==> src/common/ssps_pkg.sv <==
// Constants and types shared by the synchronous serial port design.
package ssps_pkg;
  localparam int SSPS_BITS = 8;
  localparam logic [2:0] SSPS_CNT_LAST = 3'h7;
  localparam logic [7:0] SSPS_BYTE_RST = 8'h00;
  // Control register fields.
  localparam int SSPS_CR_SPR0 = 0;
  localparam int SSPS_CR_SPR1 = 1;
  localparam int SSPS_CR_CPHA = 2;
  localparam int SSPS_CR_CPOL = 3;
  localparam int SSPS_CR_MASTER_SELECT = 4;
  localparam int SSPS_CR_SPR2 = 5;
  localparam int SSPS_CR_SPE = 6;
  localparam int SSPS_CR_IE = 7;
  // Control/status register fields.
  localparam int SSPS_SR_SOFTLVL = 0;
  localparam int SSPS_SR_SOFTMAN = 1;
  localparam int SSPS_SR_MASTER_FAULT_FLAG = 4;
  localparam int SSPS_SR_OVR = 5;
  localparam int SSPS_SR_WRITE_COLLISION_FLAG = 6;
  localparam int SSPS_SR_DONE = 7;
  // Half-period of the master serial clock in CPU cycles, indexed by SPR.
  localparam logic [6:0] SSPS_HALF_0 = 7'h08;
  localparam logic [6:0] SSPS_HALF_1 = 7'h10;
  localparam logic [6:0] SSPS_HALF_2 = 7'h40;
  localparam logic [6:0] SSPS_HALF_3 = 7'h02;
  localparam logic [6:0] SSPS_HALF_4 = 7'h04;
  localparam logic [6:0] SSPS_HALF_5 = 7'h20;
  typedef enum logic [1:0] {
    SSPS_IDLE = 2'b00,
    SSPS_LEAD = 2'b01,
    SSPS_TRAIL = 2'b10
  } ssps_state_t;
endpackage

==> src/rtl/ssps_core.sv <==
// Synchronous serial port with master and slave modes and select management.
`timescale 1ns/100ps
module ssps_core
  import ssps_pkg::*;
(
  // Clock and reset.
  input wire logic clk_sys_in,
  input wire logic rst_n_in,
  // CPU access strobes.
  input wire logic ctrl_wr_in,
  input wire logic stat_wr_in,
  input wire logic stat_rd_in,
  input wire logic data_wr_in,
  input wire logic data_rd_in,
  input wire logic [7:0] wdata_in,
  // CPU read data.
  output logic [7:0] serial_control_reg_out,
  output logic [7:0] serial_ctrl_status_reg_out,
  output logic [7:0] serial_data_reg_out,
  output logic irq_out,
  // Serial pins.
  input wire logic sck_in,
  output logic sck_out,
  output logic sck_oe_out,
  input wire logic mosi_in,
  output logic mosi_out,
  output logic mosi_oe_out,
  input wire logic miso_in,
  output logic miso_out,
  output logic miso_oe_out,
  input wire logic sel_n_in
);
  logic [7:0] ctrl_reg;
  logic soft_man_reg, soft_lvl_reg;
  logic done_reg, write_collision_flag_reg, master_fault_flag_reg, ovr_reg;
  logic done_armed_reg, master_fault_flag_armed_reg, wr_block_reg;
  logic [7:0] shift_reg, rxbuf_reg;
  logic [2:0] cnt_reg;
  logic [6:0] div_reg;
  logic sck_reg, sample_reg;
  ssps_state_t state_reg;
  logic [2:0] pins_sync;
  logic sck_s, sel_s, mosi_s, sck_d_reg, sel_d_reg;
  logic sel_int, master, enabled, cpha, cpol, busy;
  logic lead_edge, trail_edge, sample_edge, shift_edge, byte_end, first_lead;
  logic data_wr_ok, slave_sel_rise, ser_in;
  logic [6:0] half;

  // External clock and select are resynchronised before any use.
  ssps_sync #(.WIDTH(3)) u_sync (
    .clk_sys_in(clk_sys_in),
    .rst_n_in(rst_n_in),
    .async_in({mosi_in, sck_in, sel_n_in}),
    .sync_out(pins_sync)
  );
  assign mosi_s = pins_sync[2];
  assign sck_s = pins_sync[1];
  assign sel_s = pins_sync[0];

  assign master = ctrl_reg[SSPS_CR_MASTER_SELECT];
  assign enabled = ctrl_reg[SSPS_CR_SPE];
  assign cpha = ctrl_reg[SSPS_CR_CPHA];
  assign cpol = ctrl_reg[SSPS_CR_CPOL];
  assign sel_int = soft_man_reg ? soft_lvl_reg : sel_s;
  assign busy = state_reg != SSPS_IDLE;

  function automatic logic [6:0] half_of(input logic [2:0] spr);
    unique case (spr)
      3'h0: half_of = SSPS_HALF_0;
      3'h1: half_of = SSPS_HALF_1;
      3'h2: half_of = SSPS_HALF_2;
      3'h3: half_of = SSPS_HALF_3;
      3'h4: half_of = SSPS_HALF_4;
      3'h5: half_of = SSPS_HALF_5;
      default: half_of = SSPS_HALF_2;
    endcase
  endfunction
  // Six rates; the fastest toggles every two CPU cycles, i.e. CPU/4.
  assign half = half_of({ctrl_reg[SSPS_CR_SPR2], ctrl_reg[SSPS_CR_SPR1], ctrl_reg[SSPS_CR_SPR0]});

  // Edge detection on the serial clock: generated in master, sensed in slave.
  always_ff @(posedge clk_sys_in or negedge rst_n_in) begin
    if (!rst_n_in) begin
      sck_d_reg <= 1'b0;
      sel_d_reg <= 1'b1;
    end else begin
      sck_d_reg <= sck_s;
      sel_d_reg <= sel_int;
    end
  end
  assign slave_sel_rise = sel_int && !sel_d_reg;

  logic m_tick;
  assign m_tick = master && busy && (div_reg == half - 7'h01);
  // Slave edges are valid only while the internal select is low.
  logic s_edge;
  assign s_edge = !master && enabled && !sel_int && (sck_s != sck_d_reg);
  assign lead_edge = (master ? m_tick && state_reg == SSPS_LEAD : s_edge && (sck_s != cpol));
  assign trail_edge = (master ? m_tick && state_reg == SSPS_TRAIL : s_edge && (sck_s == cpol));
  // Phase zero samples on the first edge, phase one on the second.
  assign sample_edge = cpha ? trail_edge : lead_edge;
  assign shift_edge = cpha ? lead_edge : trail_edge;
  assign byte_end = trail_edge && cnt_reg == SSPS_CNT_LAST;
  // The first leading edge of a byte: an idle slave, or a master still on bit zero.
  assign first_lead = cnt_reg == 3'h0 && state_reg != SSPS_TRAIL;
  // Master input is taken raw, since it moves only after our own clock edges.
  assign ser_in = master ? miso_in : mosi_s;

  // Writes are refused while shifting or while done awaits a status read or write.
  assign data_wr_ok = data_wr_in && !busy && !wr_block_reg;

  always_ff @(posedge clk_sys_in or negedge rst_n_in) begin
    if (!rst_n_in) begin
      div_reg <= 7'h00;
    end else if (!master || !busy || m_tick) begin
      div_reg <= 7'h00;
    end else begin
      div_reg <= div_reg + 7'h01;
    end
  end

  // Transfer sequencing; only a master starts a byte on its own.
  always_ff @(posedge clk_sys_in or negedge rst_n_in) begin
    if (!rst_n_in) begin
      state_reg <= SSPS_IDLE;
      cnt_reg <= 3'h0;
    end else if (!enabled) begin
      state_reg <= SSPS_IDLE;
      cnt_reg <= 3'h0;
    end else begin
      unique case (state_reg)
        SSPS_IDLE: begin
          if (master && data_wr_ok) begin
            state_reg <= SSPS_LEAD;
          end else if (!master && !sel_int && lead_edge) begin
            state_reg <= SSPS_TRAIL;
          end
          cnt_reg <= 3'h0;
        end
        SSPS_LEAD: begin
          if (lead_edge) begin
            state_reg <= SSPS_TRAIL;
          end
        end
        SSPS_TRAIL: begin
          if (byte_end) begin
            state_reg <= SSPS_IDLE;
          end else if (trail_edge) begin
            state_reg <= SSPS_LEAD;
            cnt_reg <= cnt_reg + 3'h1;
          end
        end
        default: state_reg <= SSPS_IDLE;
      endcase
    end
  end

  // Shift register, MSB first in both directions.
  always_ff @(posedge clk_sys_in or negedge rst_n_in) begin
    if (!rst_n_in) begin
      shift_reg <= SSPS_BYTE_RST;
      sample_reg <= 1'b0;
    end else if (data_wr_ok) begin
      shift_reg <= wdata_in;
    end else begin
      if (sample_edge) begin
        sample_reg <= ser_in;
      end
      // Phase one already shows the MSB, so its first leading edge moves nothing.
      if (shift_edge && !(cpha && first_lead)) begin
        shift_reg <= {shift_reg[SSPS_BITS-2:0], sample_reg};
      end
    end
  end

  logic [7:0] rx_byte;
  assign rx_byte = {shift_reg[SSPS_BITS-2:0], cpha ? ser_in : sample_reg};

  // Master clock generation: idles at the polarity level.
  always_ff @(posedge clk_sys_in or negedge rst_n_in) begin
    if (!rst_n_in) begin
      sck_reg <= 1'b0;
    end else if (!master || !busy) begin
      sck_reg <= cpol;
    end else if (m_tick) begin
      sck_reg <= !sck_reg;
    end
  end
  assign sck_out = sck_reg;
  assign sck_oe_out = enabled && master;
  assign mosi_out = shift_reg[SSPS_BITS-1];
  assign miso_out = shift_reg[SSPS_BITS-1];
  // Slave drives MISO only while selected, so the line can be shared.
  assign mosi_oe_out = enabled && master;
  assign miso_oe_out = enabled && !master && !sel_int;

  // Receive buffer keeps the first unread byte on overrun.
  always_ff @(posedge clk_sys_in or negedge rst_n_in) begin
    if (!rst_n_in) begin
      rxbuf_reg <= SSPS_BYTE_RST;
    end else if (byte_end && !done_reg) begin
      rxbuf_reg <= rx_byte;
    end
  end

  // Done flag and its two-step clear; a new completion wins over the clear.
  always_ff @(posedge clk_sys_in or negedge rst_n_in) begin
    if (!rst_n_in) begin
      done_reg <= 1'b0;
      done_armed_reg <= 1'b0;
      wr_block_reg <= 1'b0;
    end else begin
      if (byte_end) begin
        done_reg <= 1'b1;
        wr_block_reg <= 1'b1;
        done_armed_reg <= 1'b0;
      end else begin
        if (stat_rd_in || stat_wr_in) begin
          wr_block_reg <= 1'b0;
          done_armed_reg <= done_reg;
        end
        if (done_armed_reg && (data_rd_in || data_wr_in)) begin
          done_reg <= 1'b0;
          done_armed_reg <= 1'b0;
        end
      end
    end
  end

  // Overrun set on completion while done still set; cleared by status read.
  always_ff @(posedge clk_sys_in or negedge rst_n_in) begin
    if (!rst_n_in) begin
      ovr_reg <= 1'b0;
    end else if (byte_end && done_reg) begin
      ovr_reg <= 1'b1;
    end else if (stat_rd_in) begin
      ovr_reg <= 1'b0;
    end
  end

  // Collision: write during transfer, or phase-zero slave write still selected.
  logic write_collision_flag_set, write_collision_flag_armed_reg, sel_seen_high_reg;
  always_ff @(posedge clk_sys_in or negedge rst_n_in) begin
    if (!rst_n_in) begin
      sel_seen_high_reg <= 1'b1;
    end else if (byte_end) begin
      sel_seen_high_reg <= 1'b0;
    end else if (slave_sel_rise) begin
      sel_seen_high_reg <= 1'b1;
    end
  end
  assign write_collision_flag_set = data_wr_in && !wr_block_reg && (busy ||
                    (!master && !cpha && !sel_int && !sel_seen_high_reg));
  always_ff @(posedge clk_sys_in or negedge rst_n_in) begin
    if (!rst_n_in) begin
      write_collision_flag_reg <= 1'b0;
      write_collision_flag_armed_reg <= 1'b0;
    end else if (write_collision_flag_set) begin
      write_collision_flag_reg <= 1'b1;
    end else begin
      if (stat_rd_in) begin
        write_collision_flag_armed_reg <= write_collision_flag_reg;
      end else if (write_collision_flag_armed_reg && data_rd_in) begin
        write_collision_flag_reg <= 1'b0;
        write_collision_flag_armed_reg <= 1'b0;
      end
    end
  end

  // Master fault: select low while master drops enable and master select.
  logic fault;
  assign fault = master && enabled && !sel_int;
  always_ff @(posedge clk_sys_in or negedge rst_n_in) begin
    if (!rst_n_in) begin
      master_fault_flag_reg <= 1'b0;
      master_fault_flag_armed_reg <= 1'b0;
    end else if (fault) begin
      master_fault_flag_reg <= 1'b1;
    end else if (stat_rd_in && master_fault_flag_reg) begin
      master_fault_flag_armed_reg <= 1'b1;
    end else if (master_fault_flag_armed_reg && ctrl_wr_in) begin
      master_fault_flag_reg <= 1'b0;
      master_fault_flag_armed_reg <= 1'b0;
    end
  end

  // Control register; enable and master cannot be set while a fault stands.
  always_ff @(posedge clk_sys_in or negedge rst_n_in) begin
    if (!rst_n_in) begin
      ctrl_reg <= 8'h00;
    end else if (fault) begin
      ctrl_reg[SSPS_CR_SPE] <= 1'b0;
      ctrl_reg[SSPS_CR_MASTER_SELECT] <= 1'b0;
    end else if (ctrl_wr_in) begin
      ctrl_reg <= wdata_in;
      if (master_fault_flag_reg && !master_fault_flag_armed_reg) begin
        ctrl_reg[SSPS_CR_SPE] <= 1'b0;
        ctrl_reg[SSPS_CR_MASTER_SELECT] <= 1'b0;
      end
    end
  end

  always_ff @(posedge clk_sys_in or negedge rst_n_in) begin
    if (!rst_n_in) begin
      soft_man_reg <= 1'b0;
      soft_lvl_reg <= 1'b0;
    end else if (stat_wr_in) begin
      soft_man_reg <= wdata_in[SSPS_SR_SOFTMAN];
      soft_lvl_reg <= wdata_in[SSPS_SR_SOFTLVL];
    end
  end

  assign serial_control_reg_out = ctrl_reg;
  always_comb begin
    serial_ctrl_status_reg_out = 8'h00;
    serial_ctrl_status_reg_out[SSPS_SR_DONE] = done_reg;
    serial_ctrl_status_reg_out[SSPS_SR_WRITE_COLLISION_FLAG] = write_collision_flag_reg;
    serial_ctrl_status_reg_out[SSPS_SR_OVR] = ovr_reg;
    serial_ctrl_status_reg_out[SSPS_SR_MASTER_FAULT_FLAG] = master_fault_flag_reg;
    serial_ctrl_status_reg_out[SSPS_SR_SOFTMAN] = soft_man_reg;
    serial_ctrl_status_reg_out[SSPS_SR_SOFTLVL] = soft_lvl_reg;
  end
  assign serial_data_reg_out = rxbuf_reg;
  assign irq_out = ctrl_reg[SSPS_CR_IE] && (done_reg || master_fault_flag_reg || ovr_reg);

  AST_DONE_ON_END: assert property (@(posedge clk_sys_in) disable iff (!rst_n_in)
    byte_end |=> done_reg)
    else $error("done flag not set after byte end");
  AST_FAULT_DROPS: assert property (@(posedge clk_sys_in) disable iff (!rst_n_in)
    fault |=> master_fault_flag_reg && !ctrl_reg[SSPS_CR_SPE] && !ctrl_reg[SSPS_CR_MASTER_SELECT])
    else $error("fault did not clear enable and master");
  AST_WR_BLOCK: assert property (@(posedge clk_sys_in) disable iff (!rst_n_in)
    (done_reg && wr_block_reg && data_wr_in && !byte_end) |=> $stable(shift_reg))
    else $error("data write taken while done pending");
  AST_OVR_SET: assert property (@(posedge clk_sys_in) disable iff (!rst_n_in)
    (byte_end && done_reg) |=> ovr_reg && $stable(rxbuf_reg))
    else $error("overrun not flagged or buffer overwritten");
  AST_OVR_CLR: assert property (@(posedge clk_sys_in) disable iff (!rst_n_in)
    (stat_rd_in && !(byte_end && done_reg)) |=> !ovr_reg)
    else $error("overrun not cleared by status read");
  AST_SOFT_SEL: assert property (@(posedge clk_sys_in) disable iff (!rst_n_in)
    soft_man_reg |-> sel_int == soft_lvl_reg)
    else $error("internal select not from level bit");
  AST_MISO_OE: assert property (@(posedge clk_sys_in) disable iff (!rst_n_in)
    miso_oe_out |-> !master && !sel_int && !mosi_oe_out && !sck_oe_out)
    else $error("slave output enabled wrongly");
  AST_MSB_OUT: assert property (@(posedge clk_sys_in) disable iff (!rst_n_in)
    data_wr_ok |=> mosi_out == $past(wdata_in[SSPS_BITS-1]))
    else $error("first bit out is not the msb");
  AST_WRITE_COLLISION_FLAG: assert property (@(posedge clk_sys_in) disable iff (!rst_n_in)
    (data_wr_in && busy && !wr_block_reg) |=> write_collision_flag_reg)
    else $error("write collision not flagged");
  AST_FAST_CLK: assert property (@(posedge clk_sys_in) disable iff (!rst_n_in)
    (master && busy && $changed(sck_reg)) |=> !$changed(sck_reg))
    else $error("master clock faster than cpu over four");
endmodule

==> src/rtl/ssps_sync.sv <==
// Two-flop synchroniser for external pin levels.
`timescale 1ns/100ps
module ssps_sync
  import ssps_pkg::*;
#(
  parameter int WIDTH = 2
) (
  // Clock and reset.
  input wire logic clk_sys_in,
  input wire logic rst_n_in,
  // Levels.
  input wire logic [WIDTH-1:0] async_in,
  output logic [WIDTH-1:0] sync_out
);
  logic [WIDTH-1:0] meta_reg;

  always_ff @(posedge clk_sys_in or negedge rst_n_in) begin
    if (!rst_n_in) begin
      meta_reg <= '0;
      sync_out <= '0;
    end else begin
      meta_reg <= async_in;
      sync_out <= meta_reg;
    end
  end
endmodule

==> config.mk <==
export PLATFORM = sky130hd
export DESIGN_NAME = ssps_core
export DESIGN_NICKNAME = d
export VERILOG_FILES = /design/src/common/ssps_pkg.sv /design/src/rtl/ssps_core.sv /design/src/rtl/ssps_sync.sv
export SDC_FILE = /design/constraint.sdc
export NUM_CORES = 1
export LEC_CHECK = 0
export ABC_AREA = 1
export BUFFER_PORTS_ARGS = -buffer_cell sky130_fd_sc_hd__buf_2
export CAP_MARGIN = 20
export CORE_UTILIZATION = 25
export CTS_CLUSTER_DIAMETER = 60
export DETAILED_ROUTE_END_ITERATION = 8
export GPL_TIMING_DRIVEN = 0
export HOLD_SLACK_MARGIN = 0.12
export PLACE_DENSITY_LB_ADDON = 0.2
export SKIP_CTS_REPAIR_TIMING = 1
export SYNTH_ARGS = -nofsm -noshare
export SYNTH_HDL_FRONTEND = slang
export SYNTH_SLANG_ARGS = --single-unit
==> constraint.sdc <==
create_clock -name clk_sys_in -period 2.2 [get_ports clk_sys_in]
set_input_delay 0.33 -clock clk_sys_in [delete_from_list [all_inputs] [get_ports clk_sys_in]]
set_output_delay 0.33 -clock clk_sys_in [all_outputs]
set_load 0.01 [all_outputs]
=== After elaboration in Yosys (flattened, before gate mapping) ===
Cells that the tools add are included.

* Bits in registers: 57
* Bits of input ports: 19

* Reductions and logical operators: 76
* Bitwise operators: 3
* Add/sub/neg operators: 3
* Equality and inequality tests: 20
* Mux-type cells: 48

{| class="wikitable"
|+ Operators by type and width
! cell !! number
|-
| $pmux W7 S5 || 1
|-
| $logic_and A1 B1 Y1 || 34
|-
| $mux W1 || 32
|-
| $reduce_bool A2 Y1 || 12
|-
| $mux W8 || 2
|-
| $mux W7 || 2
|-
| $mux W2 || 6
|-
| $reduce_and A2 Y1 || 6
|-
| $logic_not A1 Y1 || 11
|-
| $eq A3 B3 Y1 const B || 3
|-
| $mux W3 || 3
|-
| $ne A3 B3 Y1 const B || 3
|-
| $ne A4 B4 Y1 const B || 2
|-
| $add A7 B1 Y7 const B || 1
|-
| $eq A7 B7 Y1 || 1
|-
| $logic_or A1 B1 Y1 || 7
|-
| $sub A7 B1 Y7 const B || 1
|-
| $logic_not A3 Y1 || 2
|-
| $pmux W2 S3 || 1
|-
| $pmux W3 S2 || 1
|-
| $reduce_and A3 Y1 || 2
|-
| $ne A2 B2 Y1 const B || 2
|-
| $add A3 B1 Y3 const B || 1
|-
| $eq A3 B1 Y1 const B || 1
|-
| other kinds (10) || 13
|}

=== Logic depth before layout (Yosys ltp) ===
Gate-level depths: netlist of the first run.

* Depth in word-level cells: 12
* Mapped depth: 18
* Gate-level depth less buffers: 17

=== Cells and area by module ===
Synthesis of the first run repeated with hierarchy kept, for this count alone.

* Cells, all modules: 341
* Area total of the unflattened synthesis: 2,827.7 um2

{| class="wikitable"
|+ Modules (own cells, without submodules)
! module !! area each (um2) !! sequential area each (um2) !! cells each !! times used
|-
| ssps_core || 2,677.6 || 1,278.7 || 335 || 1
|-
| ssps_sync || 150.1 || 150.1 || 6 || 1
|}

=== Worst setup path after synthesis of the first run ===
OpenSTA, ideal clock, no wires.

* Path kind: register to register
* From: register ctrl_reg[1], in the netlist serial_control_reg_out[1]
* To: register rxbuf_reg[6], in the netlist serial_data_reg_out[6]
* Data arrival time: 2.055 ns
* Stages on the path, launching flop included: 15
* Clock period less this slack: 2.173 ns
* Setup slack: 0.027 ns
* Data required time: 2.081 ns
* Path through: dfrtp_1 > buf_2 > nor2_1 > nand2_1 > ha_1 > xor2_1 > nand3_1 > nor2_2 > nand4_1 > nand2_2 > nand2_4 > nor2_8 > buf_6 > nand2_1 > o21a_1

* Word-level cells in the longest chain between the ends: 9

{| class="wikitable"
|+ RTL lines
! item !! RTL line !! source
|-
| start, declared || ssps_core.sv:33 || <nowiki>logic [7:0] ctrl_reg;</nowiki>
|-
| start signal, assigned || ssps_core.sv:295 || <nowiki>ctrl_reg <= wdata_in;</nowiki>
|-
| $eq A3 B3 Y1 (tied with other cells) || ssps_core.sv:68 || <nowiki>unique case (spr)</nowiki>
|-
| $pmux W7 S5 (*) || ssps_core.sv:68 ||
|-
| $sub A7 B1 Y7 (*) || ssps_core.sv:94 || <nowiki>assign m_tick = master && busy && (div_reg == half - 7'h01);</nowiki>
|-
| $eq A7 B7 Y1 (*) || ssps_core.sv:94 ||
|-
| $logic_and A1 B1 Y1 (*) || ssps_core.sv:94 ||
|-
| $logic_and A1 B1 Y1 (*) || ssps_core.sv:99 || <nowiki>assign trail_edge = (master ? m_tick && state_reg == SSPS_TRAIL : s_edge && (sck_s == cpol));</nowiki>
|-
| $mux W1 (*) || ssps_core.sv:99 ||
|-
| $logic_and A1 B1 Y1 (*) || ssps_core.sv:103 || <nowiki>assign byte_end = trail_edge && cnt_reg == SSPS_CNT_LAST;</nowiki>
|-
| $logic_and A1 B1 Y1 (*) || ssps_core.sv:201 || <nowiki>end else if (byte_end && !done_reg) begin</nowiki>
|-
| end signal, assigned || ssps_core.sv:202 || <nowiki>rxbuf_reg <= rx_byte;</nowiki>
|-
| end, declared || ssps_core.sv:37 || <nowiki>logic [7:0] shift_reg, rxbuf_reg;</nowiki>
|}

Mark *: on every way between the ends. The rest lies on a longest branch, timed or not.
A chain may end at the register's enable or synchronous reset.

=== Worst setup path in the final report of the first run ===
* From: register ctrl_reg[0], in the netlist serial_control_reg_out[0]
* To: register rxbuf_reg[6], in the netlist serial_data_reg_out[6]

Same word-level chain as after synthesis.

==> results of run 1 <==
[cells in the mapped netlist (all sizes together) (3+ instances only)]
cell and n:
nand2 93, o22ai 3, xor2 4, nand4 5, o21ai 38, inv 49
dfrtp 55, buf 14, nor2 29, a31oi 3, o21a 8, o211ai 3
a21oi 4, nand3 18, nor3 4, ha 5
[worst max path at each step]
stage	end	slack, ns	depth (start not counted)
floorplan	serial_data_reg_out[6]	0.03	14
global placement	serial_data_reg_out[6]	-0.26	14
detailed placement	serial_data_reg_out[6]	-0.25	14
CTS	serial_data_reg_out[6]	-0.26	14
global route	serial_data_reg_out[6]	-0.32	13
finish	serial_data_reg_out[6]	-0.13	13
[kinds of logic after synthesis]
| family | Yosys count | share of synthesized area (%) |
|---|---|---|
| fa+ha+maj | 5 | 2.20 |
| xor+xnor | 5 | 1.54 |
| simple gates | 150 | 23.1 |
| buf+inv | 65 | 10.5 |
| other cells | 1 | 0.132 |
| compound gates | 61 | 12.4 |
| flops | 57 | 50.2 |
[worst max-delay path, cell delays in order (launching register included)]
cell	delay [ns]
sky130_fd_sc_hd__dfrtp_2	0.47
sky130_fd_sc_hd__nor2_4	0.13
sky130_fd_sc_hd__nand2_1	0.06
sky130_fd_sc_hd__ha_1	0.28
sky130_fd_sc_hd__xor2_1	0.15
sky130_fd_sc_hd__nand3_1	0.13
sky130_fd_sc_hd__nor2_4	0.15
sky130_fd_sc_hd__nand4_1	0.13
sky130_fd_sc_hd__nand2_2	0.18
sky130_fd_sc_hd__nand2_8	0.09
sky130_fd_sc_hd__nor2_8	0.17
sky130_fd_sc_hd__buf_8	0.13
sky130_fd_sc_hd__nand2_1	0.05
sky130_fd_sc_hd__o21a_1	0.09
[power by group through the flow]
stage	registers [mW]	clock network [mW]	logic, mW
2_1_floorplan	1.37	0	0.652
3_3_place_gp	1.38	0	0.945
3_5_place_dp	1.39	0	0.962
4_1_cts	1.37	1.72	0.965
5_1_grt	1.40	1.76	1.23
6_report	1.37	1.68	1.08
[metal layers]
| metal | GRT usage [%] | vias up |
|---|---|---|
| met2 | 19.9 | 57 |
| met4 | 6.37 | 0 |
| met3 | 2.63 | 12 |
| met1 | 17.0 | 1163 |
| li1 | - | 1252 |
| met5 | 0 | - |
[area by class of cell]
cell class              count  area [sq um]  share of cell area, %
clock buffers              12           267                   6.81
flip-flops and latches     57          1430                   36.6
plain buffers              16           125                   3.20
repair buffers             70           455                   11.6
inverters                  49           184                   4.70
multi-input cells         223          1180                   30.1
well taps                 140           175                   4.48
clock inverters             4          97.6                   2.49
[stage by stage]
stage	hold slack, ns	setup TNS, ns	total power [mW]	instance area [sq um]	utilization, %
floorplan	0.0344	0	2.02	2850	-
global placement	0.335	-3.37	2.33	3260	29.7
detailed placement	0.338	-3.35	2.35	3280	29.9
CTS	0.0533	-3.68	4.06	3650	33.2
global route	0.248	-6.04	4.39	3910	35.6
finish	0.235	-1.49	4.13	3910	35.6
[cells in the final DEF, fill, tap and decap left out, drive strengths merged]
| cell | Yosys | final |
|---|---|---|
| nand3 | 18 | 18 |
| ha | 5 | 5 |
| o21ai | 38 | 38 |
| bufinv | 0 | 3 |
| a21oi | 4 | 4 |
| a31oi | 3 | 3 |
| nor2 | 29 | 29 |
| a32o | 2 | 2 |
| xor2 | 4 | 4 |
| clkbuf | 2 | 15 |
| nand4 | 5 | 5 |
| o21a | 8 | 8 |
| dfrtp | 55 | 55 |
| dlygate4sd3 | 0 | 4 |
| inv | 49 | 49 |
| nand3b | 1 | 1 |
| nand2 | 93 | 93 |
| buf | 14 | 79 |
| nor3 | 4 | 4 |
| clkinvlp | 0 | 1 |
| dfstp | 2 | 2 |
| o22ai | 3 | 3 |
| conb | 1 | 2 |
| xnor2 | 1 | 1 |
| o211ai | 3 | 3 |
==> metrics.sh, run 1 <==
SYN-MEAN-INSTANCE-AREA_SQ_UM=8.28
WIRE_PER_INST_MICRONS=12.6
DIE-AREA_SQ_UM=11800
FINAL_LAYOUT_SIZE_SUFFIX_GT1_SHARE_PCT=26.7
FINALHOLDVIOLATIONS=0
ANTENNA_FOUND_INITIAL=0
CRIT_START='serial_control_reg_out[0]'
CTSROOTBUFFERMASTER='sky130_fd_sc_hd__clkbuf_16'
CTS-HTREE-LEVELS=3
SETUP_VIOLATIONS=20
ANTENNADIODECOUNT=0
CTS.REPORTEDPATHS.CLKPINSLEW_NS=0.05
CAP_VIOL_MAX_COUNT=0
TIGHTESTPINTRANSITION_NS=0.658
ROWS=38
SYNTH_TOP_CELLS_BY_AREA='sky130_fd_sc_hd__dfrtp_1, sky130_fd_sc_hd__nand2_1, sky130_fd_sc_hd__inv_1'
FILLERS=1133
FINALNONFILLERCELLS=571
DRT_WL_TOTAL_MM=7.19
P_LEAK_nW=1.96
WORSTSKEWPAIRLATENCY_NS=0.33
UNREPAIRED_SETUP_ENDPOINTS_AFTER_GLOBAL_ROUTING='true'
SYNTHARSTFLOPSHARE_PCT=100
FF2FF_PATH_DEPTH=13
TIMING.HOLD.WORST.START='stat_wr_in'
IR_DROP_uV=579
CRITICAL_PATH.STARTPOINT_TYPE='flop'
NUMCLOCKSINKS=57
GRT_MAX_DEGREE=32
YOSYSWARNINGS=0
SYN2LAYOUT_AREA_GROWTH_PCT=37.4
FIRST_ITER_VIOLATIONS=68
WORST-PATH-MAX-FANOUT=8
PLACED_CELLS_INCL_TAPS=533
CRITPATHKIND='flop to flop'
INITIAL_CORE_UTIL_PCT=25.9
MAX-CLOCK-PATH-BUFFERS=2
ROUTEDLENGTHMET1_MM=3.55
MIN-DELAY-PATH-CLASS='input port to flop'
FINALCRITICALPERIOD_NS=2.33
CLOCK_POWER_SHARE_PCT=40.7
VIA_COUNT=2484
FMAX_MHz=429
SYNTH-MAIN-FF-CELL='sky130_fd_sc_hd__dfrtp_1'
YOSYSUNIQUECELLTYPES=33
ANTENNA_LEFT=0
BUFFER_PORTS.INSERTED=47
DIE_HEIGHT_MICRONS=109
SYN_INST=344
FAILING_CHECKS='negative setup slack'
R2R-END='serial_data_reg_out[6]'
YOSYSTOPAREACELLSHARE_PCT=48.3
WORST_HOLD_PATH.ENDPOINT='soft_lvl_reg'
SLEW_VIOLS_FINAL=0
MET2ROUTEDLENGTH_MM=3.23
DPL_WORST_SLACK_NS=-0.252
WORSTPATHREQUIRED_NS=2.41
R2R_SETUP_SLACK_NS=-0.13
TOPROUTINGLAYERUSED='met4'
ROUTE.DETAILED.VIAS_PER_INST=4.35
WORST_SLEW_MARGIN_RELATIVE_TO_ITS_LIMIT_PCT=56.1
FINAL.PERIOD_UTILIZATION_PCT=106
FINAL.SETUP_SKEW_NS=0.00551
GR-TOTAL-OVERFLOW=0
REMAINING_DRC_ERRORS=0
ROUTABILITY_CONG=0.803
CRIT_ARRIVAL_NS=2.55
FINISH.NET_COUNT=450
SWITCHING_POWER_mW=1.27
DP_HPWL_MM=5.19
FP.COREAREA_SQ_UM=11000
BOUNDARYPINS=50
OUTCOME='complete, but fails checks'
NETLIST.TOP_CELL.BY_AREA='sky130_fd_sc_hd__dfrtp_1'
VIAS_IN_THE_FIRST_GLOBAL_ROUTE=2292
SEQ_POWER_SHARE_PCT=33.2
INTERNAL_PORTION_OF_TOTAL_POWER_mW=2.87
DR_WL_MET3_MICRONS=274
GRT_UTIL_ALL_LAYERS_PCT=12.9
POWER_PER_CELL_AREA_nW_PER_UM2=1060
NETSWITCHINGFRACTION_PCT=30.6
SEQ_AREA_FRAC_SYNTH_PCT=50.2
SYNTH_AREA_SQ_UM=2850
CTS_MADE_BUFFERS=9
YS_FF_LATCH=57
SORT_OF_ELEMENT_AT_THE_END_OF_THE_CRITICAL_PATH='flop'
DIE_WIDTH_MICRONS=109
FIRST_PASS_GRT_WIRE_LENGTH_MM=11.4
SYNTH-EDFF-COUNT=0
R2R_START='serial_control_reg_out[0]'
WORST_HOLD_PATH.NUM_CELLS=2
TRITONCTS_CLOCK_TREE='done'
DRT_PASS1_ITERATIONS=4
SETUP_WS_NS=-0.133
SHARE_COMB_OF_TOTAL_POWER_PCT=26.1
No activity file was read; power rests on OpenSTA's default activity.
==> run 2: changes to the inputs <==
--- a/config.mk
+++ b/config.mk
@@ -14,6 +14,8 @@
 export GPL_TIMING_DRIVEN = 0
 export HOLD_SLACK_MARGIN = 0.12
+export MAX_ROUTING_LAYER = met4
 export PLACE_DENSITY_LB_ADDON = 0.2
 export SKIP_CTS_REPAIR_TIMING = 1
+export SLEW_MARGIN = 20
 export SYNTH_ARGS = -nofsm -noshare
 export SYNTH_HDL_FRONTEND = slang
==> constraint.sdc (replaced) <==
create_clock -name clk_sys_in -period 2.2 [get_ports clk_sys_in]
set_input_delay 0.11 -clock clk_sys_in [delete_from_list [all_inputs] [get_ports clk_sys_in]]
set_output_delay 0.11 -clock clk_sys_in [all_outputs]
set_load 0.01 [all_outputs]
==> run 2 against run 1 <==
  * The run still ends with negative setup slack left
  * Combinational power down 4%
  * Clock power is 24% lower
  * Routed wire length shrank 1.6%
  * Clock skew about the same
  * Sequential cell count unchanged
  * Core utilization decreased by 0.85 points
  * Count of clock-buffer cells in the layout is 1 higher
  * Via count fell by 2.1%
  * Non-clock buffer count is the same
  * Die area unchanged
==> metrics.sh, run 2 (synthesis results as in run 1) <==
FINAL.SETUP_SKEW_NS=0.00575
IR_DROP_uV=419
FINAL_CORE_UTIL_PCT=34.8
CRITICAL_PATH.STARTPOINT_TYPE='flop'
LAYOUT_COMMONEST_CELL='sky130_fd_sc_hd__nand2_1'
PLACED_CELLS_INCL_TAPS=532
CRITPATHKIND='flop to flop'
SLEW_VIOLS_FINAL=0
VIA_COUNT=2431
ROUTABILITY_CONG=0.815
WORST_SLEW_MARGIN_RELATIVE_TO_ITS_LIMIT_PCT=51.6
FINALNONFILLERCELLS=568
DPL_WORST_SLACK_NS=-0.263
CTS.REPORTEDPATHS.CLKPINSLEW_NS=0.05
MOST-COMMON-LAYOUT-CELLS='sky130_fd_sc_hd__nand2_1, sky130_fd_sc_hd__dfrtp_1, sky130_fd_sc_hd__inv_1, sky130_fd_sc_hd__buf_2, sky130_fd_sc_hd__o21ai_0'
INTERNAL_PORTION_OF_TOTAL_POWER_mW=2.48
NUMCLOCKSINKS=57
CLOCK_POWER_SHARE_PCT=34.6
FP.COREAREA_SQ_UM=11000
CP.BUFFERS_INVERTERS=1
VIAS_IN_THE_FIRST_GLOBAL_ROUTE=2335
CRITICAL-PATH-SLOWEST-CELL='sky130_fd_sc_hd__dfrtp_2'
ANTENNA_FOUND_INITIAL=0
CTSROOTBUFFERMASTER='sky130_fd_sc_hd__clkbuf_16'
FMAX_MHz=429
SETUP_WS_NS=-0.131
SYN2LAYOUT_AREA_GROWTH_PCT=34.1
FINISH.NET_COUNT=450
P_LEAK_nW=1.90
CRIT_PATH_FREQUENT_CELL='sky130_fd_sc_hd__nand2_2'
WORSTPATHREQUIRED_NS=2.40
FAILING_CHECKS='negative setup slack'
SEQ_POWER_SHARE_PCT=37.3
SWITCHING_POWER_mW=1.20
WORSTSKEWPAIRLATENCY_NS=0.32
BUFFER_PORTS.INSERTED=47
FINALHOLDVIOLATIONS=0
SORT_OF_ELEMENT_AT_THE_END_OF_THE_CRITICAL_PATH='flop'
CRIT_PATH_CELL_TRACE='nor2_2 > nand2_1 > ha_1 > xor2_1 > nand3_1 > nor2_4 > nand4_1 > nand2_2 > nand2_8 > nor2_8 > buf_8 > nand2_2 > o21a_1'
NETSWITCHINGFRACTION_PCT=32.7
FINALCRITICALPERIOD_NS=2.33
POST-LAYOUT-TOTAL-POWER_mW=3.68
DIE_HEIGHT_MICRONS=109
TRITONCTS_CLOCK_TREE='done'
R2R_SETUP_SLACK_NS=-0.13
MIN-DELAY-PATH-CLASS='input port to flop'
SLOWEST_DELAY_NS=0.45
DIE_WIDTH_MICRONS=109
ANTENNADIODECOUNT=0
TIMING.CRITICAL_PATH.MAX_DELAY_FAMILY='simple AND/OR/NAND/NOR gates'
WORST-PATH-MAX-FANOUT=7
DRT_PASS1_ITERATIONS=4
ANTENNA_LEFT=0
UNREPAIRED_SETUP_ENDPOINTS_AFTER_GLOBAL_ROUTING='true'
GRT_UTIL_ALL_LAYERS_PCT=13.3
OUTCOME='complete, but fails checks'
CTS_MADE_BUFFERS=9
ROUTE.DETAILED.VIAS_PER_INST=4.28
CRIT_ARRIVAL_NS=2.54
FINAL.PERIOD_UTILIZATION_PCT=106
INITIAL_CORE_UTIL_PCT=25.9
FINAL_LAYOUT_SIZE_SUFFIX_GT1_SHARE_PCT=25.7
FIRST_ITER_VIOLATIONS=67
WIRE_PER_INST_MICRONS=12.5
FIRST_PASS_GRT_WIRE_LENGTH_MM=11.5
DIE-AREA_SQ_UM=11800
DRT_WL_TOTAL_MM=7.08
POWER_PER_CELL_AREA_nW_PER_UM2=964
BOUNDARYPINS=50
GR-TOTAL-OVERFLOW=0
SHARE_COMB_OF_TOTAL_POWER_PCT=28.1
SETUP_VIOLATIONS=20
CAP_VIOL_MAX_COUNT=0
TIGHTESTPINTRANSITION_NS=0.727
ROWS=38
DP_HPWL_MM=5.01
CTS-HTREE-LEVELS=3
MAX-CLOCK-PATH-BUFFERS=2
REMAINING_DRC_ERRORS=0
GRT_MAX_DEGREE=58
[run 2: changes by cell type in the layout (fill, tap and decap cells not counted), moves of 2 or more]
cell	before	now
sky130_fd_sc_hd__nand3_2	0	2
sky130_fd_sc_hd__bufinv_16	3	0
sky130_fd_sc_hd__buf_4	25	22
sky130_fd_sc_hd__nand2_1	87	84
sky130_fd_sc_hd__dlygate4sd3_1	4	11
sky130_fd_sc_hd__buf_6	4	2
sky130_fd_sc_hd__nand2_2	5	8
[run 2: area by class of cell]
| cell class | instances | area, sq um |
|---|---|---|
| fill | 1157 | 7160 |
| multi-input combinational | 223 | 1180 |
| buffer | 15 | 114 |
| sequential | 57 | 1430 |
| clock buffer | 13 | 270 |
| inverter | 49 | 184 |
| timing repair buffer | 71 | 467 |
| tap | 140 | 175 |
[run 2: path summary, 6_finish.rpt]
| check | startpoint | to | cells after the start |
|---|---|---|---|
| worst max-delay path | serial_control_reg_out[1] | serial_data_reg_out[7] | 13 |
| worst min-delay path | data_wr_in | done_armed_reg | 4 |
| worst max register to register | serial_control_reg_out[1] | serial_data_reg_out[7] | 13 |
| worst min register to register | u_sync.meta_reg[0] | u_sync.sync_out[0] | 0 |
| max in group asynchronous | rst_n_in | serial_control_reg_out[5] | 2 |
| min in group asynchronous | rst_n_in | serial_data_reg_out[6] | 2 |
[run 2: routing by layer]
layer	vias up	GRT usage, %	share of wire (%)
met5	-	-	0
met4	0	6.08	0.93
met3	7	1.97	3.4
met2	47	20.1	46
met1	1125	17.4	50
li1	1252	-	-
[run 2: power by group through the flow]
stage	sequential (mW)	clock, mW	combinational (mW)
4_1_cts	1.37	1.31	0.960
5_1_grt	1.40	1.36	1.18
3_5_place_dp	1.39	0	0.955
3_3_place_gp	1.38	0	0.945
6_report	1.38	1.27	1.04
2_1_floorplan	1.37	0	0.652
[run 2: worst reg2reg max path: stages, from the launching register on]
cell and delay [ns]:
sky130_fd_sc_hd__dfrtp_2 0.45, sky130_fd_sc_hd__nor2_2 0.14, sky130_fd_sc_hd__nand2_1 0.06, sky130_fd_sc_hd__ha_1 0.30
sky130_fd_sc_hd__xor2_1 0.13, sky130_fd_sc_hd__nand3_1 0.12, sky130_fd_sc_hd__nor2_4 0.16, sky130_fd_sc_hd__nand4_1 0.14
sky130_fd_sc_hd__nand2_2 0.17, sky130_fd_sc_hd__nand2_8 0.09, sky130_fd_sc_hd__nor2_8 0.18, sky130_fd_sc_hd__buf_8 0.14
sky130_fd_sc_hd__nand2_2 0.04, sky130_fd_sc_hd__o21a_1 0.09
[run 2: through the flow]
stage | hold WS (ns) | instance area [sq um] | setup TNS (ns)
3_3_place_gp | 0.219 | 3260 | -3.37
2_1_floorplan | -0.186 | 2850 | 0
3_5_place_dp | 0.219 | 3270 | -3.64
5_1_grt | 0.133 | 3820 | -6.29
4_1_cts | -0.117 | 3540 | -4.01
6_report | 0.105 | 3820 | -1.63
